File: config.mk
export PLATFORM = sky130hd
export DESIGN_NAME = xdc_engine
export DESIGN_NICKNAME = d
export VERILOG_FILES = /design/src/rtl/xdc_pkg.sv /design/src/rtl/xdc_engine.sv
export SDC_FILE = /design/constraint.sdc
export NUM_CORES = 1
export LEC_CHECK = 0
export BUFFER_PORTS_ARGS = -buffer_cell sky130_fd_sc_hd__buf_2
export CAP_MARGIN = 20
export CORE_MARGIN = 5
export CORE_UTILIZATION = 50
export CTS_CLUSTER_SIZE = 12
export DETAILED_ROUTE_END_ITERATION = 10
export GPL_TIMING_DRIVEN = 0
export HOLD_SLACK_MARGIN = 0.1
export PLACE_DENSITY = 0.69
export SYNTH_ARGS = -nofsm -noshare
export SYNTH_HDL_FRONTEND = slang
export SYNTH_SLANG_ARGS = --single-unit
File: constraint.sdc
create_clock -name pclk -period 5.5 [get_ports pclk]
set_input_delay 0.55 -clock pclk [delete_from_list [all_inputs] [get_ports pclk]]
set_output_delay 0.55 -clock pclk [all_outputs]
set_load 0.03 [all_outputs]
File: src/rtl/xdc_pkg.sv
// package of constants for the cross-domain compare engine
package xdc_pkg;
  // ==========================================================================
  // operation codes and flag positions
  localparam logic [7:0] OP_XCMP = 8'h25;
  localparam logic [7:0] OP_XCMP_PAT = 8'h26;
  localparam int FLAG_SRC1_ALT = 16;
  localparam int FLAG_SRC2_ALT = 17;
  // ==========================================================================
  // completion status codes
  localparam logic [7:0] ST_SUCCESS = 8'h01;
  localparam logic [7:0] ST_PAGE_FAULT = 8'h03;
  localparam logic [7:0] ST_FALSE_PRED = 8'h02;
  localparam logic [7:0] ST_BAD_OPCODE = 8'h10;
  localparam logic [7:0] ST_BAD_FLAGS = 8'h11;
  // ==========================================================================
  // register byte offsets
  localparam logic [7:0] A_CTRL = 8'h00;
  localparam logic [7:0] A_OPFLAGS = 8'h04;
  localparam logic [7:0] A_SIZE = 8'h08;
  localparam logic [7:0] A_SRC1 = 8'h0C;
  localparam logic [7:0] A_SRC2 = 8'h10;
  localparam logic [7:0] A_PATTERN = 8'h14;
  localparam logic [7:0] A_HANDLES = 8'h18;
  localparam logic [7:0] A_EXPECT = 8'h1C;
  localparam logic [7:0] A_CR0 = 8'h20;
  localparam logic [7:0] A_CR1 = 8'h24;
  localparam logic [7:0] A_FAULT_ADDR = 8'h28;
  localparam logic [7:0] A_FAULT_HANDLE = 8'h2C;
  localparam logic [7:0] A_IRQ_STATUS = 8'h30;
  localparam logic [7:0] A_IRQ_MASK = 8'h34;
  // ==========================================================================
  // field positions and reset values
  localparam int CTRL_START = 0;
  localparam int CTRL_CHECK = 1;
  localparam int CR_RESULT_LSB = 8;
  localparam int IRQ_DONE = 0;
  localparam int IRQ_FAULT = 1;
  localparam logic [1:0] IRQ_MASK_RST = 2'h0;
  typedef enum logic [1:0] {XDC_IDLE, XDC_REQ, XDC_WAIT, XDC_DONE} xdc_state_t;
endpackage

File: src/rtl/xdc_engine.sv
// cross-domain compare engine: apb registers, decode and byte-serial compare
// How it works
// - opcode 0x25 compares first source region against second over transfer size.
// - flag 17 set uses second-source handle's space; clear ignores it.
// - flag 16 set uses first-source handle's space; clear ignores it.
// - two-source result and status reported like an ordinary compare.
// - opcode 0x26 compares source region against the inline pattern.
// - pattern interpreted and results reported as ordinary pattern compare.
// - check-result flag and expected result handled as ordinary compare.
// - completion word: status byte 0, result byte 1; bytes completed in the next word (CR1).
`timescale 1ns/1ps
module xdc_engine
  import xdc_pkg::*;
(
  input wire logic pclk,
  input wire logic presetn,
  input wire logic psel,
  input wire logic penable,
  input wire logic pwrite,
  input wire logic [7:0] paddr,
  input wire logic [31:0] pwdata,
  output logic [31:0] prdata,
  output logic pready,
  output logic pslverr,
  output logic mem_req,
  output logic [31:0] mem_addr,
  output logic mem_alt_space,
  output logic [15:0] permission_entry_handle,
  input wire logic mem_ack,
  input wire logic mem_fault,
  input wire logic [7:0] mem_rdata,
  output logic busy,
  output logic irq
);
  // ==========================================================================
  // register storage
  logic [31:0] opflags_reg;
  logic [31:0] size_reg;
  logic [31:0] first_source_pointer;
  logic [31:0] second_source_pointer;
  logic [31:0] pattern_reg;
  logic [31:0] handles_reg;
  logic [7:0] expect_reg;
  logic check_reg;
  logic [7:0] status_reg;
  logic [7:0] result_reg;
  logic [31:0] done_cnt_reg;
  logic [31:0] fault_addr_reg;
  logic [15:0] fault_handle_reg;
  logic [1:0] irq_status_reg;
  logic [1:0] irq_mask_reg;
  xdc_state_t state_reg;
  logic phase_reg;
  logic [7:0] byte1_reg;
  logic [31:0] idx_reg;
  logic wr_en;
  logic start;
  logic ev_done;
  logic ev_fault;
  logic [7:0] opcode;
  logic first_source_alt_space_flag;
  logic second_source_alt_space_flag;
  logic two_src;
  logic flags_ok;
  logic [7:0] pat_byte;
  logic [7:0] operand_b;
  logic last;

  assign opcode = opflags_reg[31:24];
  assign first_source_alt_space_flag = opflags_reg[FLAG_SRC1_ALT];
  assign second_source_alt_space_flag = opflags_reg[FLAG_SRC2_ALT];
  assign two_src = (opcode == OP_XCMP);
  // reserved flag checks; status reports violations by software
  logic resv_two_ok;
  logic resv_pat_ok;
  logic alt_any;
  assign resv_two_ok = (opflags_reg[23:18] == 6'h00);
  assign resv_pat_ok = (opflags_reg[23:17] == 7'h00);
  assign alt_any = first_source_alt_space_flag | second_source_alt_space_flag;
  assign flags_ok = two_src ? (resv_two_ok && alt_any)
                            : (resv_pat_ok && first_source_alt_space_flag);

  // ==========================================================================
  // apb slave: zero-wait, error on unmapped address
  assign pready = 1'b1;
  assign wr_en = psel & penable & pwrite;
  assign start = wr_en && paddr == A_CTRL && pwdata[CTRL_START] && state_reg == XDC_IDLE;
  assign busy = (state_reg != XDC_IDLE);

  // descriptor writes are dropped while a compare runs
  logic desc_wr;
  assign desc_wr = wr_en && !busy;

  // operation word, check-result flag and expected result
  always_ff @(posedge pclk or negedge presetn) begin
    if (!presetn) begin
      opflags_reg <= 32'h00000000;
      check_reg <= 1'b0;
      expect_reg <= 8'h00;
    end else if (desc_wr) begin
      case (paddr)
        A_CTRL: check_reg <= pwdata[CTRL_CHECK];
        A_OPFLAGS: opflags_reg <= pwdata;
        A_EXPECT: expect_reg <= pwdata[7:0];
        default: ;
      endcase
    end
  end

  // transfer size and the two source pointers
  always_ff @(posedge pclk or negedge presetn) begin
    if (!presetn) begin
      size_reg <= 32'h00000000;
      first_source_pointer <= 32'h00000000;
      second_source_pointer <= 32'h00000000;
    end else if (desc_wr) begin
      case (paddr)
        A_SIZE: size_reg <= pwdata;
        A_SRC1: first_source_pointer <= pwdata;
        A_SRC2: second_source_pointer <= pwdata;
        default: ;
      endcase
    end
  end

  // inline pattern and the pair of permission handles
  always_ff @(posedge pclk or negedge presetn) begin
    if (!presetn) begin
      pattern_reg <= 32'h00000000;
      handles_reg <= 32'h00000000;
    end else if (desc_wr) begin
      case (paddr)
        A_PATTERN: pattern_reg <= pwdata;
        A_HANDLES: handles_reg <= pwdata;
        default: ;
      endcase
    end
  end

  // interrupt mask stays writable while busy
  always_ff @(posedge pclk or negedge presetn) begin
    if (!presetn) begin
      irq_mask_reg <= IRQ_MASK_RST;
    end else if (wr_en && paddr == A_IRQ_MASK) begin
      irq_mask_reg <= pwdata[1:0];
    end
  end

  // read mux and error response
  always_comb begin
    prdata = 32'h00000000;
    pslverr = 1'b0;
    case (paddr)
      A_CTRL: prdata = {30'h00000000, check_reg, busy};
      A_OPFLAGS: prdata = opflags_reg;
      A_SIZE: prdata = size_reg;
      A_SRC1: prdata = first_source_pointer;
      A_SRC2: prdata = second_source_pointer;
      A_PATTERN: prdata = pattern_reg;
      A_HANDLES: prdata = handles_reg;
      A_EXPECT: prdata = {24'h000000, expect_reg};
      A_CR0: prdata = {16'h0000, result_reg, status_reg};
      A_CR1: prdata = done_cnt_reg;
      A_FAULT_ADDR: prdata = fault_addr_reg;
      A_FAULT_HANDLE: prdata = {16'h0000, fault_handle_reg};
      A_IRQ_STATUS: prdata = {30'h00000000, irq_status_reg};
      A_IRQ_MASK: prdata = {30'h00000000, irq_mask_reg};
      default: pslverr = psel & penable;
    endcase
  end

  // ==========================================================================
  // memory request: alternate space and handle chosen per source
  assign pat_byte = pattern_reg[8*idx_reg[1:0] +: 8];
  assign operand_b = two_src ? mem_rdata : pat_byte;
  assign last = (idx_reg + 32'h00000001 >= size_reg);
  assign mem_req = (state_reg == XDC_REQ);

  always_comb begin
    mem_addr = first_source_pointer + idx_reg;
    mem_alt_space = first_source_alt_space_flag;
    permission_entry_handle = first_source_alt_space_flag ? handles_reg[15:0] : 16'h0000;
    if (phase_reg) begin
      mem_addr = second_source_pointer + idx_reg;
      mem_alt_space = second_source_alt_space_flag;
      permission_entry_handle = second_source_alt_space_flag ? handles_reg[31:16] : 16'h0000;
    end
  end

  // ==========================================================================
  // compare sequencer: events that steer every register below
  logic op_known;
  logic bad_op;
  logic bad_flags;
  logic empty_xfer;
  logic in_wait;
  logic got_fault;
  logic got_byte;
  logic first_half;
  logic byte_pair_done;
  logic differs;
  logic finish_diff;
  logic finish_all;
  logic step_next;
  logic [7:0] chk_byte;

  // start-time decode: refused descriptors finish at once
  assign op_known = (opcode == OP_XCMP) || (opcode == OP_XCMP_PAT);
  assign bad_op = start && !op_known;
  assign bad_flags = start && op_known && !flags_ok;
  assign empty_xfer = start && op_known && flags_ok && (size_reg == 32'h00000000);

  // answer-time decode: the fault or byte that ends each wait
  assign in_wait = (state_reg == XDC_WAIT);
  assign got_fault = in_wait && mem_fault;
  assign got_byte = in_wait && !mem_fault && mem_ack;
  assign first_half = got_byte && two_src && !phase_reg;
  assign byte_pair_done = got_byte && !(two_src && !phase_reg);
  assign chk_byte = two_src ? byte1_reg : mem_rdata;
  assign differs = (chk_byte != operand_b);
  assign finish_diff = byte_pair_done && differs;
  assign finish_all = byte_pair_done && !differs && last;
  assign step_next = byte_pair_done && !differs && !last;

  // state walk: request, wait for the answer, one done cycle, then idle
  always_ff @(posedge pclk or negedge presetn) begin
    if (!presetn) begin
      state_reg <= XDC_IDLE;
    end else begin
      case (state_reg)
        XDC_IDLE: begin
          if (bad_op || bad_flags || empty_xfer) begin
            state_reg <= XDC_DONE;
          end else if (start) begin
            state_reg <= XDC_REQ;
          end
        end
        XDC_REQ: state_reg <= XDC_WAIT;
        XDC_WAIT: begin
          if (got_fault || finish_diff || finish_all) begin
            state_reg <= XDC_DONE;
          end else if (first_half || step_next) begin
            state_reg <= XDC_REQ;
          end
        end
        XDC_DONE: state_reg <= XDC_IDLE;
        default: state_reg <= XDC_IDLE;
      endcase
    end
  end

  // byte index and which source the next request reads
  always_ff @(posedge pclk or negedge presetn) begin
    if (!presetn) begin
      idx_reg <= 32'h00000000;
      phase_reg <= 1'b0;
    end else if (start) begin
      idx_reg <= 32'h00000000;
      phase_reg <= 1'b0;
    end else if (first_half) begin
      phase_reg <= 1'b1;
    end else if (byte_pair_done) begin
      phase_reg <= 1'b0;
      if (step_next) begin
        idx_reg <= idx_reg + 32'h00000001;
      end
    end
  end

  // first-source byte held until its partner arrives
  always_ff @(posedge pclk or negedge presetn) begin
    if (!presetn) begin
      byte1_reg <= 8'h00;
    end else if (first_half) begin
      byte1_reg <= mem_rdata;
    end
  end

  // completion word: status, result and bytes completed
  always_ff @(posedge pclk or negedge presetn) begin
    if (!presetn) begin
      status_reg <= 8'h00;
      result_reg <= 8'h00;
      done_cnt_reg <= 32'h00000000;
    end else if (start) begin
      result_reg <= 8'h00;
      done_cnt_reg <= 32'h00000000;
      if (bad_op) begin
        status_reg <= ST_BAD_OPCODE;
      end else if (bad_flags) begin
        status_reg <= ST_BAD_FLAGS;
      end else if (empty_xfer) begin
        status_reg <= ST_SUCCESS;
      end
    end else if (got_fault) begin
      status_reg <= ST_PAGE_FAULT;
      done_cnt_reg <= idx_reg;
    end else if (finish_diff) begin
      result_reg <= 8'h01;
      done_cnt_reg <= idx_reg;
      status_reg <= (check_reg && expect_reg != 8'h01) ? ST_FALSE_PRED : ST_SUCCESS;
    end else if (finish_all) begin
      done_cnt_reg <= size_reg;
      status_reg <= (check_reg && expect_reg != 8'h00) ? ST_FALSE_PRED : ST_SUCCESS;
    end
  end

  // fault record: the access that faulted and the handle it went out under
  always_ff @(posedge pclk or negedge presetn) begin
    if (!presetn) begin
      fault_addr_reg <= 32'h00000000;
      fault_handle_reg <= 16'h0000;
    end else if (got_fault) begin
      fault_addr_reg <= mem_addr;
      fault_handle_reg <= permission_entry_handle;
    end
  end

  // ==========================================================================
  // interrupts: sticky status, write one to clear, set wins
  logic [1:0] irq_event;
  logic [1:0] irq_clear;
  assign ev_done = (state_reg == XDC_DONE);
  assign ev_fault = ev_done && status_reg == ST_PAGE_FAULT;
  assign irq_event[IRQ_DONE] = ev_done;
  assign irq_event[IRQ_FAULT] = ev_fault;
  assign irq_clear = (wr_en && paddr == A_IRQ_STATUS) ? pwdata[1:0] : 2'h0;

  // one sticky bit per event; a clear in the same cycle loses
  for (genvar g = 0; g < $bits(irq_status_reg); g++) begin : g_irq_bit
    always_ff @(posedge pclk or negedge presetn) begin
      if (!presetn) begin
        irq_status_reg[g] <= 1'b0;
      end else begin
        irq_status_reg[g] <= irq_event[g] | (irq_status_reg[g] & ~irq_clear[g]);
      end
    end
  end

  // level interrupt from unmasked sticky bits
  assign irq = |(irq_status_reg & irq_mask_reg);
endmodule

==> metrics.yaml <==
timing:
  final_critical_path_setup_slack_ns: 0.1069
  hold_viol_final: 0
  final.min_clock_period_ns: 5.393
  worst-slew-pin-transition_ns: 1.227
  max_freq_ghz: 0.1854
  skew_ns: 0.009819
  worst_slew_margin_rel_pct: 18.17
  timing_max_transition_violations_final: 0
  post_route_setup_tns_ns: 0
  grt_setup_unrepaired: "no"
  min_period_over_period_pct: 98.06
  setup_failing_eps_final: 0
worst_setup_path:
  cp_data_required_time_ns: 5.94
  startpoint_type: "flop"
  timing.critical_path.arrival_ns: 5.83
  worst_path_most_repeated_cell: "nand4_1"
  crit_fanout: 10
  worst_setup_path_end_kind: "flop"
  crit_path_max_incr_delay_ns: 0.51
  worstSetupPathType: "flop to flop"
  cp.buffers_inverters: 3
  r2r_slack_ns: 0.11
  cp_top_family: "simple AND/OR/NAND/NOR gates"
  cp_cell_sequence: "buf_4, and4_1, and3_1, nand3_2, nor3_4, nand4_1, or2_2, nand2_1, ha_1, nand4_1, nor4_4, o21ai_0, and4b_1, nand4_1, clkbuf_2, clkbuf_4, nor2_1, a31o_2"
  critical-path-slowest-cell: "dfrtp_2"
die:
  placement_rows: 70
  chipHeight_um: 203.2
  core_footprint_mm2: 0.03670
  starting_density_of_the_core_pct: 50.85
  dieWidth_um: 203.2
  fp.dieArea_mm2: 0.04129
  ioPinCount: 141
grt:
  grt_pass1_wl_mm: 105.1
  grt_usage_pct: 34.39
  gr-total-overflow: 0
  grt_max_degree: 103
  grt_antenna_before_repair: 4
  via_count_of_the_first_global_routing_pass: 15865
clocking:
  worst_skew_pair.late_latency_ns: 0.55
  cts.sink_count: 332
  cts-buffers-inserted: 40
  clock-root-buffer: "clkbuf_16"
  cts.path.max_buffers: 3
  cts.htree.levels: 2
  cts_tree: "built"
  path_clk_slew_ns: 0.06
pwr:
  power-per-cell-area_mw_per_mm2: 274.3
  clock_power_share_pct: 45.4
  vdd_drop_max_mv: 0.2308
  static-leakage-power_nw: 10.88
  power_w: 0.005873
  combinationalPowerShare_pct: 11.0
  internal_power_w: 0.004291
  share_seq_of_total_power_pct: 43.6
  netSwitchingPower_w: 0.001582
  power.share.switching_pct: 26.94
logic_synthesis:
  syn_avg_cell_area_um2: 10.73
  ys_seq_area_share_pct: 44.52
  synth_cell_types: 66
  mappedNetlistNets: 1859
  synth.cell_area_mm2: 0.01866
  synth_flop_cell: "dfrtp_1"
  synth_top_area_share_pct: 44.52
  netlist.top_cell.by_area: "dfrtp_1"
  ys_warn_count: 0
  yosys_register_bits: 332
  netlist_instances: 1739
  asyncSetResetFlopFracSynth_pct: 100.0
  synth.area.top_cells: "dfrtp_1 (45%), mux2_2 (16%), ha_1 (4.3%)"
  synth_enable_flop_cells: 0
place:
  dp_worst_setup_slack_ns: -1.734
  gp_congestion: 0.9838
  buffer_ports.inserted: 138
  placed_cell_area_mm2: 0.02004
  dp_hpwl_mm: 54.08
run_status:
  outcome: "completed"
finish:
  mostFrequentLayoutCells: "dfrtp_1 (329), mux2_2 (267), nand2_1 (178)"
  design_area_mm2: 0.02141
  antenna_cells_inserted: 0
  finalNetCount: 2046
  most_common_cell_after_layout_fill_and_taps_aside: "dfrtp_1"
  layout-area-overhead-vs-synth_pct: 14.72
  drive_above_1_share_pct: 26.56
routing:
  finalWirelength_mm: 72.22
  detail_route.iter0.violations: 1745
  num_vias: 16077
  drc_errors: 0
  detail_route.first_pass.iterations: 8
  antenna_violating_nets_post_route: 0
  vias_per_cell: 6.638
  wire_per_inst_um: 29.82
flow_run:
  drv_cap: 0
worst_hold_path:
  timing.hold.worst.class: "primary input to flop"
==> Yosys cell counts, drive strengths merged (16+ instances only) <==
library cell and number:
dfrtp 332, mux2 267, nand2 178, a22oi 88, a21oi 82, nor2 75
ha 64, clkbuf 58, nand3 49, inv 48, a22o 40, nand4 39
mux2i 36, xnor2 35, a21o 34, buf 34, o21ai 32, a221oi 24
nand2b 21, xor2 20, or2 16
==> routing by layer <==
layer / GRT usage [%] / wire length [µm]
met1: 45.17 / 28020
met4: 18.94 / 4920
met3: 7.998 / 7383
met5: 0 / 27
met2: 52.91 / 31870
==> layout make-up <==
type / count / area, µm²
buffer: 91 / 406.6
clock buffer: 61 / 1161
clock inverter: 9 / 126.4
fill: 3193 / 15290
inverter: 48 / 180.2
multi-input combinational: 1267 / 9813
sequential: 332 / 8312
tap: 468 / 585.6
timing repair buffer: 146 / 823.3
==> per-stage QoR <==
stage / hold slack (ns) / instances / utilization, %
finish: 0.2860 / 2422 / 58.34
global route: 0.2890 / 2422 / 58.34
CTS: 0.2671 / 2422 / 58.29
detailed placement: 0.4623 / 2349 / 54.60
global placement: 0.4584 / 2345 / 54.33
floorplan: 0.2544 / 1739 / -
==> final timing paths <==
path	startpoint	endpoint	cells past startpoint
setup / recovery	idx_reg[1]	idx_reg[1]	18
hold / removal	mem_rdata[5]	byte1_reg[5]	2
setup reg to reg	idx_reg[1]	idx_reg[1]	18
hold reg to reg	fault_addr_reg[0]	fault_addr_reg[0]	2
max in group asynchronous	presetn	done_cnt_reg[26]	4
min in group asynchronous	presetn	fault_addr_reg[9]	2
==> cells by family (layout without fill, tap and decap cells) <==
kind of cell | after synthesis | in the layout | synth area share, %
adders and majority gates | 65 | 65 | 4.398
xor gates and xnor gates | 55 | 55 | 2.581
AOI/OAI and AO/OA | 370 | 370 | 14.18
muxes | 311 | 311 | 19.11
buffers and inverters | 140 | 355 | 3.084
DFF | 332 | 332 | 44.52
and+or+nand+nor | 465 | 465 | 12.11
other | 1 | 1 | 0.02009
==> power by group through the flow <==
stage / registers (W) / clock network [W] / logic, W
2_1_floorplan: 0.00257 / 0 / 0.000362
3_3_place_gp: 0.00260 / 0 / 0.000617
3_5_place_dp: 0.00260 / 0 / 0.000629
4_1_cts: 0.00256 / 0.00269 / 0.000637
5_1_grt: 0.00256 / 0.00279 / 0.000683
6_report: 0.00256 / 0.00266 / 0.000646
==> timing repair <==
action                                 4_1_cts  5_1_grt
buffers inserted                             3        0
pin swaps                                    2        0
hold buffers                                 1        0
resized for setup                           14        5
endpoints found under the hold margin       72        0
setup endpoints to repair                   87       28
(Power assumes the default switching activity.)
